<file path="src/verilog/dtec_regs.svh">
// Purpose: Offsets, reset values and counts of the dual timer/event counter
// Assumes: Byte addresses on a 32-bit AXI4-Lite bus, one register per word
// Notes: Definitions only
`ifndef DTEC_REGS_SVH
`define DTEC_REGS_SVH

// Register byte addresses
`define DTEC_ADDR_MODE 8'h00
`define DTEC_ADDR_CTRL 8'h04
`define DTEC_ADDR_LO0 8'h08
`define DTEC_ADDR_HI0 8'h0c
`define DTEC_ADDR_LO1 8'h10
`define DTEC_ADDR_HI1 8'h14

// Field positions in the control register
`define DTEC_CTRL_OVF1_BIT 7
`define DTEC_CTRL_RUN1_BIT 6
`define DTEC_CTRL_OVF0_BIT 5
`define DTEC_CTRL_RUN0_BIT 4

// Reset values
`define DTEC_MODE_RST 8'h00
`define DTEC_CTRL_RST 8'h00
`define DTEC_CNT_RST 8'h00

// Peripheral cycle is six clock periods
`define DTEC_PER_LAST 3'h5
// External counts lie at least twelve periods apart
`define DTEC_EXT_GAP 4'hb
`define DTEC_GAP_MAX 4'hf

// Counter limits
`define DTEC_PRE_FULL 5'h1f
`define DTEC_BYTE_FULL 8'hff

// AXI responses
`define DTEC_RESP_OKAY 2'h0
`define DTEC_RESP_SLVERR 2'h2

`endif

</file>
<file path="src/verilog/dtec_pkg.sv">
// Purpose: Types shared by the dual timer/event counter files
// Assumes: Offsets and counts live in dtec_regs.svh
// Notes: Struct bit order matches the register layout
package dtec_pkg;

  // Two-bit operating mode, one per timer
  typedef enum logic [1:0] {
    DTEC_M13 = 2'h0,
    DTEC_M16 = 2'h1,
    DTEC_MRELOAD = 2'h2,
    DTEC_MSPLIT = 2'h3
  } dtec_mode_t;

  // One nibble of the mode register
  typedef struct packed {
    logic gate;
    logic src;
    dtec_mode_t mode;
  } dtec_mhalf_t;

  typedef struct packed {
    dtec_mhalf_t t1;
    dtec_mhalf_t t0;
  } dtec_mreg_t;

  // Control register layout
  typedef struct packed {
    logic ovf1;
    logic run1;
    logic ovf0;
    logic run0;
    logic req1;
    logic trig1;
    logic req0;
    logic trig0;
  } dtec_creg_t;

  // Register selected by an address
  typedef enum logic [2:0] {
    DTEC_SEL_MODE = 3'h0,
    DTEC_SEL_CTRL = 3'h1,
    DTEC_SEL_LO0 = 3'h2,
    DTEC_SEL_HI0 = 3'h3,
    DTEC_SEL_LO1 = 3'h4,
    DTEC_SEL_HI1 = 3'h5,
    DTEC_SEL_NONE = 3'h7
  } dtec_sel_t;

endpackage

</file>
<file path="src/verilog/dtec_chan.sv">
// Purpose: Count bytes of one timer and their mode-dependent stepping
// Assumes: Increment strobes arrive at most once per peripheral cycle
// Notes: A software write wins over a count in the same cycle
`timescale 1ns/1ns
`include "dtec_regs.svh"

module dtec_chan (
  input wire logic i_clk,
  input wire logic i_nrst,
  input wire dtec_pkg::dtec_mode_t i_mode,
  input wire logic i_inc_lo,
  input wire logic i_inc_hi,
  input wire logic i_wr_lo,
  input wire logic i_wr_hi,
  input wire logic [7:0] i_wdata,
  output logic [7:0] o_lo,
  output logic [7:0] o_hi,
  output logic o_ovf,
  output logic o_ovf_hi
);
  import dtec_pkg::*;

  logic [7:0] lo_q;
  logic [7:0] lo_d;
  logic [7:0] hi_q;
  logic [7:0] hi_d;
  logic ovf;
  logic ovf_hi;

  // Terminal counts and increments
  wire pre_full = lo_q[4:0] == `DTEC_PRE_FULL;
  wire lo_full = lo_q == `DTEC_BYTE_FULL;
  wire hi_full = hi_q == `DTEC_BYTE_FULL;
  wire [7:0] lo_inc = lo_q + 8'h01;
  wire [7:0] hi_inc = hi_q + 8'h01;

  // Next count per mode
  always_comb begin
    lo_d = lo_q;
    hi_d = hi_q;
    ovf = 1'b0;
    ovf_hi = 1'b0;
    unique case (i_mode)
      DTEC_M13: begin
        if (i_inc_lo) begin
          lo_d = {lo_q[7:5], lo_inc[4:0]}; // Upper three bits left alone
          if (pre_full) begin
            hi_d = hi_inc; // Prescaler carry
            ovf = hi_full;
          end
        end
      end
      DTEC_M16: begin
        if (i_inc_lo) begin
          lo_d = lo_inc;
          if (lo_full) begin
            hi_d = hi_inc;
            ovf = hi_full;
          end
        end
      end
      DTEC_MRELOAD: begin
        if (i_inc_lo) begin
          lo_d = lo_full ? hi_q : lo_inc; // High byte kept
          ovf = lo_full;
        end
      end
      DTEC_MSPLIT: begin
        if (i_inc_lo) begin
          lo_d = lo_inc;
          ovf = lo_full;
        end
        if (i_inc_hi) begin
          hi_d = hi_inc;
          ovf_hi = hi_full;
        end
      end
    endcase
    // Presets are only safe while stopped
    if (i_wr_lo) begin
      lo_d = i_wdata;
    end
    if (i_wr_hi) begin
      hi_d = i_wdata;
    end
  end

  // Count bytes cleared by reset
  always_ff @(posedge i_clk) begin
    if (!i_nrst) begin
      lo_q <= `DTEC_CNT_RST;
      hi_q <= `DTEC_CNT_RST;
    end else begin
      lo_q <= lo_d;
      hi_q <= hi_d;
    end
  end

  assign o_lo = lo_q;
  assign o_hi = hi_q;
  assign o_ovf = ovf;
  assign o_ovf_hi = ovf_hi;

  AST_M0_CARRY: assert property (@(posedge i_clk) disable iff (!i_nrst)
    (i_mode == DTEC_M13 && i_inc_lo && pre_full && !i_wr_hi && !i_wr_lo)
      |=> (hi_q == $past(hi_inc)) && (lo_q[4:0] == 5'h00))
    else $error("mode 0 prescaler carry missed");

  AST_RELOAD: assert property (@(posedge i_clk) disable iff (!i_nrst)
    (i_mode == DTEC_MRELOAD && i_inc_lo && lo_full && !i_wr_lo && !i_wr_hi)
      |-> o_ovf ##1 (lo_q == $past(hi_q)) && $stable(hi_q))
    else $error("mode 2 reload wrong");

  AST_CASCADE: assert property (@(posedge i_clk) disable iff (!i_nrst)
    (i_mode == DTEC_M16 && i_inc_lo && lo_full && hi_full) |-> o_ovf)
    else $error("16-bit rollover gave no overflow");

endmodule

</file>
<file path="src/verilog/dtec_top.sv">
// Purpose: Two 16-bit timer/event counters behind an AXI4-Lite slave
// Assumes: Pins synchronous to i_clk; i_clk is the peripheral clock
// Notes: One write and one read outstanding at most; answers are registered
`timescale 1ns/1ns
`include "dtec_regs.svh"

module dtec_top (
  input wire logic i_clk,
  input wire logic i_nrst,
  input wire logic [7:0] i_awaddr,
  input wire logic i_awvalid,
  output logic o_awready,
  input wire logic [31:0] i_wdata,
  input wire logic [3:0] i_wstrb,
  input wire logic i_wvalid,
  output logic o_wready,
  output logic [1:0] o_bresp,
  output logic o_bvalid,
  input wire logic i_bready,
  input wire logic [7:0] i_araddr,
  input wire logic i_arvalid,
  output logic o_arready,
  output logic [31:0] o_rdata,
  output logic [1:0] o_rresp,
  output logic o_rvalid,
  input wire logic i_rready,
  input wire logic i_count0_pin,
  input wire logic i_count1_pin,
  input wire logic i_ext_interrupt0_pin,
  input wire logic i_ext_interrupt1_pin,
  output logic o_timer0_overflow_flag,
  output logic o_timer1_overflow_flag
);
  import dtec_pkg::*;

  // Address decode shared by the write and read paths
  function automatic dtec_sel_t reg_sel(input logic [7:0] addr);
    dtec_sel_t sel;
    unique case (addr)
      `DTEC_ADDR_MODE: sel = DTEC_SEL_MODE;
      `DTEC_ADDR_CTRL: sel = DTEC_SEL_CTRL;
      `DTEC_ADDR_LO0: sel = DTEC_SEL_LO0;
      `DTEC_ADDR_HI0: sel = DTEC_SEL_HI0;
      `DTEC_ADDR_LO1: sel = DTEC_SEL_LO1;
      `DTEC_ADDR_HI1: sel = DTEC_SEL_HI1;
      default: sel = DTEC_SEL_NONE;
    endcase
    return sel;
  endfunction

  // Bus slave state
  logic awready_q;
  logic aw_full_q;
  logic [7:0] awaddr_q;
  logic wready_q;
  logic w_full_q;
  logic [7:0] wdata_q;
  logic wstrb_q;
  logic bvalid_q;
  logic [1:0] bresp_q;
  logic arready_q;
  logic rvalid_q;
  logic [31:0] rdata_q;
  logic [1:0] rresp_q;

  // Timer control state
  dtec_mreg_t mode_q;
  dtec_creg_t ctrl_q;
  dtec_creg_t ctrl_d;
  logic [2:0] div_q;
  logic [1:0] smp_q;

  // Per-timer signals
  logic [1:0] run;
  logic [1:0] gate;
  logic [1:0] src;
  logic [1:0] halt;
  logic [1:0] cnt_pin;
  logic [1:0] ext_int;
  logic [1:0] run_ok;
  logic [1:0] fall;
  logic [1:0] inc_lo;
  logic [1:0] inc_hi;
  logic [1:0] ovf;
  logic [1:0] ovf_hi;
  logic [7:0] lo [2];
  logic [7:0] hi [2];
  logic [1:0] wr_lo;
  logic [1:0] wr_hi;

  // Write handshake: address and data taken in either order
  wire aw_take = i_awvalid & awready_q;
  wire w_take = i_wvalid & wready_q;
  wire do_write = aw_full_q & w_full_q & ~bvalid_q;
  wire aw_full_d = aw_take | (aw_full_q & ~do_write);
  wire w_full_d = w_take | (w_full_q & ~do_write);
  wire bvalid_d = do_write | (bvalid_q & ~i_bready);
  wire dtec_sel_t wr_sel = reg_sel(awaddr_q);
  wire wr_ok = wr_sel != DTEC_SEL_NONE;
  // Only byte lane 0 carries register data
  wire wr_en = do_write & wr_ok & wstrb_q;
  wire wr_mode = wr_en & (wr_sel == DTEC_SEL_MODE);
  wire wr_ctrl = wr_en & (wr_sel == DTEC_SEL_CTRL);

  // Read handshake: one read in flight
  wire ar_take = i_arvalid & arready_q;
  wire rvalid_d = ar_take | (rvalid_q & ~i_rready);
  wire dtec_sel_t rd_sel = reg_sel(i_araddr);
  wire [7:0] rd_byte =
    (rd_sel == DTEC_SEL_MODE) ? 8'(mode_q) :
    (rd_sel == DTEC_SEL_CTRL) ? 8'(ctrl_q) :
    (rd_sel == DTEC_SEL_LO0) ? lo[0] :
    (rd_sel == DTEC_SEL_HI0) ? hi[0] :
    (rd_sel == DTEC_SEL_LO1) ? lo[1] :
    (rd_sel == DTEC_SEL_HI1) ? hi[1] : 8'h00;

  // Write channel registers; readies reopen once the response is gone
  always_ff @(posedge i_clk) begin
    if (!i_nrst) begin
      awready_q <= 1'b0;
      wready_q <= 1'b0;
      aw_full_q <= 1'b0;
      w_full_q <= 1'b0;
      bvalid_q <= 1'b0;
      awaddr_q <= 8'h00;
      wdata_q <= 8'h00;
      wstrb_q <= 1'b0;
      bresp_q <= `DTEC_RESP_OKAY;
    end else begin
      aw_full_q <= aw_full_d;
      w_full_q <= w_full_d;
      awready_q <= ~aw_full_d & ~bvalid_d;
      wready_q <= ~w_full_d & ~bvalid_d;
      bvalid_q <= bvalid_d;
      if (aw_take) begin
        awaddr_q <= i_awaddr;
      end
      if (w_take) begin
        wdata_q <= i_wdata[7:0];
        wstrb_q <= i_wstrb[0];
      end
      if (do_write) begin
        bresp_q <= wr_ok ? `DTEC_RESP_OKAY : `DTEC_RESP_SLVERR;
      end
    end
  end

  // Read channel registers; data captured when the address is taken
  always_ff @(posedge i_clk) begin
    if (!i_nrst) begin
      arready_q <= 1'b0;
      rvalid_q <= 1'b0;
      rdata_q <= 32'h0000_0000;
      rresp_q <= `DTEC_RESP_OKAY;
    end else begin
      arready_q <= ~rvalid_d;
      rvalid_q <= rvalid_d;
      if (ar_take) begin
        rdata_q <= {24'h00_0000, rd_byte};
        rresp_q <= (rd_sel == DTEC_SEL_NONE) ? `DTEC_RESP_SLVERR : `DTEC_RESP_OKAY;
      end
    end
  end

  // Peripheral cycle divider: one tick per six clocks
  wire per_tick = div_q == `DTEC_PER_LAST;
  always_ff @(posedge i_clk) begin
    if (!i_nrst) begin
      div_q <= 3'h0;
    end else begin
      div_q <= per_tick ? 3'h0 : div_q + 3'h1;
    end
  end

  // Count pins sampled once per peripheral cycle
  always_ff @(posedge i_clk) begin
    if (!i_nrst) begin
      smp_q <= 2'h0;
    end else if (per_tick) begin
      smp_q <= cnt_pin;
    end
  end

  // Timer 0 in mode 3 borrows timer 1's run bit for its high byte
  wire t0_split = mode_q.t0.mode == DTEC_MSPLIT;
  // Timer 1 then ignores its run bit; only mode 3 or its gate with a low gate pin stops it
  assign run[0] = ctrl_q.run0;
  assign run[1] = t0_split | ctrl_q.run1;
  assign gate[0] = mode_q.t0.gate;
  assign gate[1] = mode_q.t1.gate;
  assign src[0] = mode_q.t0.src;
  assign src[1] = mode_q.t1.src;
  assign halt[0] = 1'b0;
  assign halt[1] = mode_q.t1.mode == DTEC_MSPLIT;
  assign cnt_pin = {i_count1_pin, i_count0_pin};
  assign ext_int = {i_ext_interrupt1_pin, i_ext_interrupt0_pin};
  assign inc_hi[0] = per_tick & ctrl_q.run1 & t0_split;
  assign inc_hi[1] = 1'b0;
  assign wr_lo[0] = wr_en & (wr_sel == DTEC_SEL_LO0);
  assign wr_hi[0] = wr_en & (wr_sel == DTEC_SEL_HI0);
  assign wr_lo[1] = wr_en & (wr_sel == DTEC_SEL_LO1);
  assign wr_hi[1] = wr_en & (wr_sel == DTEC_SEL_HI1);

  // Per-timer enable, source select and count bytes
  for (genvar g = 0; g < 2; g++) begin : g_tmr
    assign run_ok[g] = run[g] & (~gate[g] | ext_int[g]);
    assign fall[g] = smp_q[g] & ~cnt_pin[g]; // High then low
    assign inc_lo[g] = per_tick & run_ok[g] & ~halt[g]
      & (src[g] ? fall[g] : 1'b1);

    dtec_chan u_chan (
      .i_clk(i_clk),
      .i_nrst(i_nrst),
      .i_mode(g == 0 ? mode_q.t0.mode : mode_q.t1.mode),
      .i_inc_lo(inc_lo[g]),
      .i_inc_hi(inc_hi[g]),
      .i_wr_lo(wr_lo[g]),
      .i_wr_hi(wr_hi[g]),
      .i_wdata(wdata_q),
      .o_lo(lo[g]),
      .o_hi(hi[g]),
      .o_ovf(ovf[g]),
      .o_ovf_hi(ovf_hi[g])
    );
  end

  // Flag update: a hardware set wins over a software clear
  always_comb begin
    ctrl_d = wr_ctrl ? dtec_creg_t'(wdata_q) : ctrl_q; // Whole byte replaced, flags included, counts kept
    ctrl_d.ovf0 = ctrl_d.ovf0 | ovf[0];
    ctrl_d.ovf1 = ctrl_d.ovf1 | (t0_split ? ovf_hi[0] : ovf[1]);
  end

  // Mode and control registers
  always_ff @(posedge i_clk) begin
    if (!i_nrst) begin
      mode_q <= dtec_mreg_t'(`DTEC_MODE_RST);
      ctrl_q <= dtec_creg_t'(`DTEC_CTRL_RST);
    end else begin
      if (wr_mode) begin
        mode_q <= dtec_mreg_t'(wdata_q);
      end
      ctrl_q <= ctrl_d;
    end
  end

  // Outputs straight from flip-flops
  assign o_awready = awready_q;
  assign o_wready = wready_q;
  assign o_bvalid = bvalid_q;
  assign o_bresp = bresp_q;
  assign o_arready = arready_q;
  assign o_rvalid = rvalid_q;
  assign o_rdata = rdata_q;
  assign o_rresp = rresp_q;
  assign o_timer0_overflow_flag = ctrl_q.ovf0; // Interrupt request
  assign o_timer1_overflow_flag = ctrl_q.ovf1;

  // Checking helper: cycles since the last external count of timer 0
  logic [3:0] gap_q;
  logic seen_q;
  wire ext_cnt0 = inc_lo[0] & src[0];
  always_ff @(posedge i_clk) begin
    if (!i_nrst) begin
      gap_q <= 4'h0;
      seen_q <= 1'b0;
    end else if (ext_cnt0) begin
      gap_q <= 4'h0;
      seen_q <= 1'b1;
    end else if (gap_q != `DTEC_GAP_MAX) begin
      gap_q <= gap_q + 4'h1;
    end
  end

  AST_TICK_PERIOD: assert property (@(posedge i_clk) disable iff (!i_nrst)
    per_tick |=> !per_tick [*5] ##1 per_tick)
    else $error("peripheral tick not every six clocks");

  AST_RUN_HOLD: assert property (@(posedge i_clk) disable iff (!i_nrst)
    (!ctrl_q.run0 && !wr_lo[0]) |=> $stable(lo[0]))
    else $error("timer 0 low byte moved while stopped");

  AST_GATE: assert property (@(posedge i_clk) disable iff (!i_nrst)
    (gate[0] && !i_ext_interrupt0_pin) |-> !inc_lo[0])
    else $error("gated timer 0 counted with pin low");

  AST_EXT_EDGE: assert property (@(posedge i_clk) disable iff (!i_nrst)
    (per_tick && src[0] && run_ok[0] && smp_q[0] && !i_count0_pin) |-> inc_lo[0])
    else $error("falling edge on count pin not counted");

  AST_EXT_RATE: assert property (@(posedge i_clk) disable iff (!i_nrst)
    (ext_cnt0 && seen_q && $stable(src[0])) |-> gap_q >= `DTEC_EXT_GAP)
    else $error("external counts closer than twelve clocks");

  AST_TF0_SET: assert property (@(posedge i_clk) disable iff (!i_nrst)
    ovf[0] |=> o_timer0_overflow_flag)
    else $error("timer 0 overflow lost");

  AST_SPLIT_TF1: assert property (@(posedge i_clk) disable iff (!i_nrst)
    (t0_split && ovf_hi[0]) |=> o_timer1_overflow_flag)
    else $error("split high byte overflow did not set timer 1 flag");

  AST_T1_HALT: assert property (@(posedge i_clk) disable iff (!i_nrst)
    (halt[1] && !wr_lo[1] && !wr_hi[1]) |=> $stable(lo[1]) && $stable(hi[1]))
    else $error("timer 1 counted in mode 3");

  AST_BRESP: assert property (@(posedge i_clk) disable iff (!i_nrst)
    do_write |=> o_bvalid && !o_awready && !o_wready)
    else $error("write response missing");

  // A pending read answer must not move before the master takes it
  AST_RDATA_HOLD: assert property (@(posedge i_clk) disable iff (!i_nrst)
    (o_rvalid && !i_rready) |=> o_rvalid && $stable(o_rdata) && $stable(o_rresp))
    else $error("read answer changed before it was taken");

endmodule
</file>
<file path="config.mk">
export PLATFORM = sky130hd
export DESIGN_NAME = dtec_top
export DESIGN_NICKNAME = d
export VERILOG_FILES = /design/src/verilog/dtec_pkg.sv /design/src/verilog/dtec_chan.sv /design/src/verilog/dtec_top.sv
export VERILOG_INCLUDE_DIRS = /design/src /design/src/verilog
export SDC_FILE = /design/constraint.sdc
export NUM_CORES = 1
export LEC_CHECK = 0
export BUFFER_PORTS_ARGS = -buffer_cell sky130_fd_sc_hd__buf_2
export CAP_MARGIN = 40
export CORE_ASPECT_RATIO = 0.7
export CORE_MARGIN = 2
export CORE_UTILIZATION = 48
export DETAILED_ROUTE_END_ITERATION = 10
export GPL_ROUTABILITY_DRIVEN = 0
export PLACE_DENSITY = 0.82
export SLEW_MARGIN = 20
export SYNTH_ARGS = -nofsm -noshare
export SYNTH_HDL_FRONTEND = slang
export SYNTH_HIERARCHICAL = 1
export SYNTH_SLANG_ARGS = --single-unit
</file>
<file path="constraint.sdc">
create_clock -name i_clk -period 5 [get_ports i_clk]
set_input_delay 0.25 -clock i_clk [delete_from_list [all_inputs] [get_ports i_clk]]
set_output_delay 0.25 -clock i_clk [all_outputs]
set_load 0.01 [all_outputs]
</file>
==> results.cfg <==
[pwr]
p_sw_share_pct = 25.2
p_leak_nw = 2.00
intPower_w = 0.00114
switchingPower_w = 0.000384
powerDensity_nw_per_um2 = 267
pwr-share-seq_pct = 47.9
p_clk_share_pct = 44.8
ir_drop_v = 0.000243
pwr-share-comb_pct = 7.2

[flow_run]
maxCapViolCount = 0

[routing]
via_per_inst = 6.16
drc = 0
drtAntennaViolNets = 0
drtIter0Drc = 543
dr.pass1.iters = 5
wl_mm = 14.3
vias = 4913
avgRoutedWirePerCell_microns = 17.9

[sta]
period_needed_ns = 2.94
fin_worst_skew_ns = 0.00617
worst_slew_pin_slew_ns = 0.852
slew_headroom_pct = 43.1
fin_hold_ws_ns = 0.148
max_freq_ghz = 0.340
rsz0062_at_grt = no
setup_tns_ns = 0
finalCritPeriodShare_pct = 58.8
maxSlewViolCount = 0
setup_violations = 0
finalHoldViolCount = 0

[finish]
nFillCells = 972
area_growth_pct = 9.42
final_cells = 798
layout_common_cells = dfxtp_1 (87), nand2_1 (65), buf_2 (53)
final-seq-area_sq_um = 1740
antenna_cells = 0
nNetsFinal = 733
fin_util_pct = 54.5
multi_input_area_sq_um = 3110
final_common_cell = dfxtp_1
drive_gt1_share_pct = 14.0

[global_route]
grt_max_degree = 80
grt_pass1_wl_mm = 22.9
grt_usage_pct = 24.6
first_global_vias = 4449
antenna_found_initial = 0
grt_overflow = 0

[cts]
cts-root-buf = clkbuf_16
cts_resized = 0
cts_buffers = 9
postCtsSetupBuffers = 0
cts_tree = yes
clock-sinks = 87
cts_hold_buf = 0
insertion_delay_ns = 0.34
htreeDepth = 3
clockBufferDepth = 2
path_clk_slew_ns = 0.07

[logic_synthesis]
syn_inst = 630
syn_avg_cell_area_sq_um = 8.28
yosysWarnings = 6
syn_area_sq_um = 5220

[place]
hpwl_mm = 10.2
port_buffers = 52
dp_cells = 783

[floorplanning]
die_y_microns = 91.2
initial_utilization_pct = 49.8
fp.dieW_microns = 129
core_area_sq_um = 10500
design.die.area_sq_um = 11700
io_pins = 106
rows = 31

[outcome]
status = finished, final reports clean

[worst_setup_path]
arrival_ns = 3.19
cp-start-kind = flip-flop
cp_max_fo = 14
required_ns = 5.26
critical_path_class = reg -> reg
critPathCaptureType = flip-flop

[hold_path]
min_path_type = in -> reg
-- layout make-up --
cell class / instances / share of cell area (%)
Clock buffer: 9 / 3.94
Clock inverter: 6 / 1.21
Inverter: 29 / 1.91
Multi-Input combinational cell: 478 / 54.4
Sequential cell: 87 / 30.5
Tap cell: 132 / 2.89
Timing Repair Buffer: 57 / 5.17
-- path summary, 6_finish.rpt --
check                            startpoint                 endpoint  slack, ns  cells past startpoint
worst max register to register  awaddr_q[7]  g_tmr[1].u_chan/o_hi[7]       2.06                      8
worst min register to register     div_q[0]                 div_q[0]       0.45                      1
worst max-delay path            awaddr_q[7]  g_tmr[1].u_chan/o_hi[7]       2.06                      8
worst min-delay path            i_awaddr[7]              awaddr_q[7]       0.15                      3
-- worst max-delay path: stages, from the launching register on --
cell      delay (ns)
dfxtp_1         0.32
or4_4           0.58
nor2_1          0.14
nand3_1         0.20
nor4b_1         0.74
inv_1           0.40
nand2_1         0.16
nor4_1          0.05
a211oi_1        0.25
-- sequential cells by signal (all words and copies together), names as in the netlist, 2 cells and up --
signal             count
g_tmr.u_chan/o_hi     16
g_tmr.u_chan/o_lo     16
awaddr_q               8
o_rdata                8
wdata_q                8
ctrl_q                 6
mode_q                 6
div_q                  3
gate                   2
smp_q                  2
-- routing by layer --
metal / GRT usage, % / routed length, microns / part of all wire, %
met1: 35.5 / 6190 / 43
met2: 35.2 / 6000 / 42
met3: 6.89 / 1780 / 12
met4: 8.24 / 297 / 2.1
met5: 0 / 0 / 0
-- metrics by stage --
stage	total power (W)	setup slack, ns	cell area, sq um
after floorplan	0.000827	2.52	5320
after global placement	0.000849	1.83	5410
after detailed placement	0.000853	2.13	5420
after CTS	0.00153	2.09	5710
after global routing	0.00157	1.78	5710
final	0.00152	2.06	5710
-- power by group through the flow --
stage | Combinational, W | Clock [W] | Sequential [W]
4_1_cts | 0.000109 | 0.000689 | 0.000729
2_1_floorplan | 0.0000882 | 0 | 0.000739
5_1_grt | 0.000122 | 0.000713 | 0.000731
3_5_place_dp | 0.000109 | 0 | 0.000745
6_report | 0.000110 | 0.000683 | 0.000730
3_3_place_gp | 0.000105 | 0 | 0.000744
No activity file was read; power rests on OpenSTA's default activity.
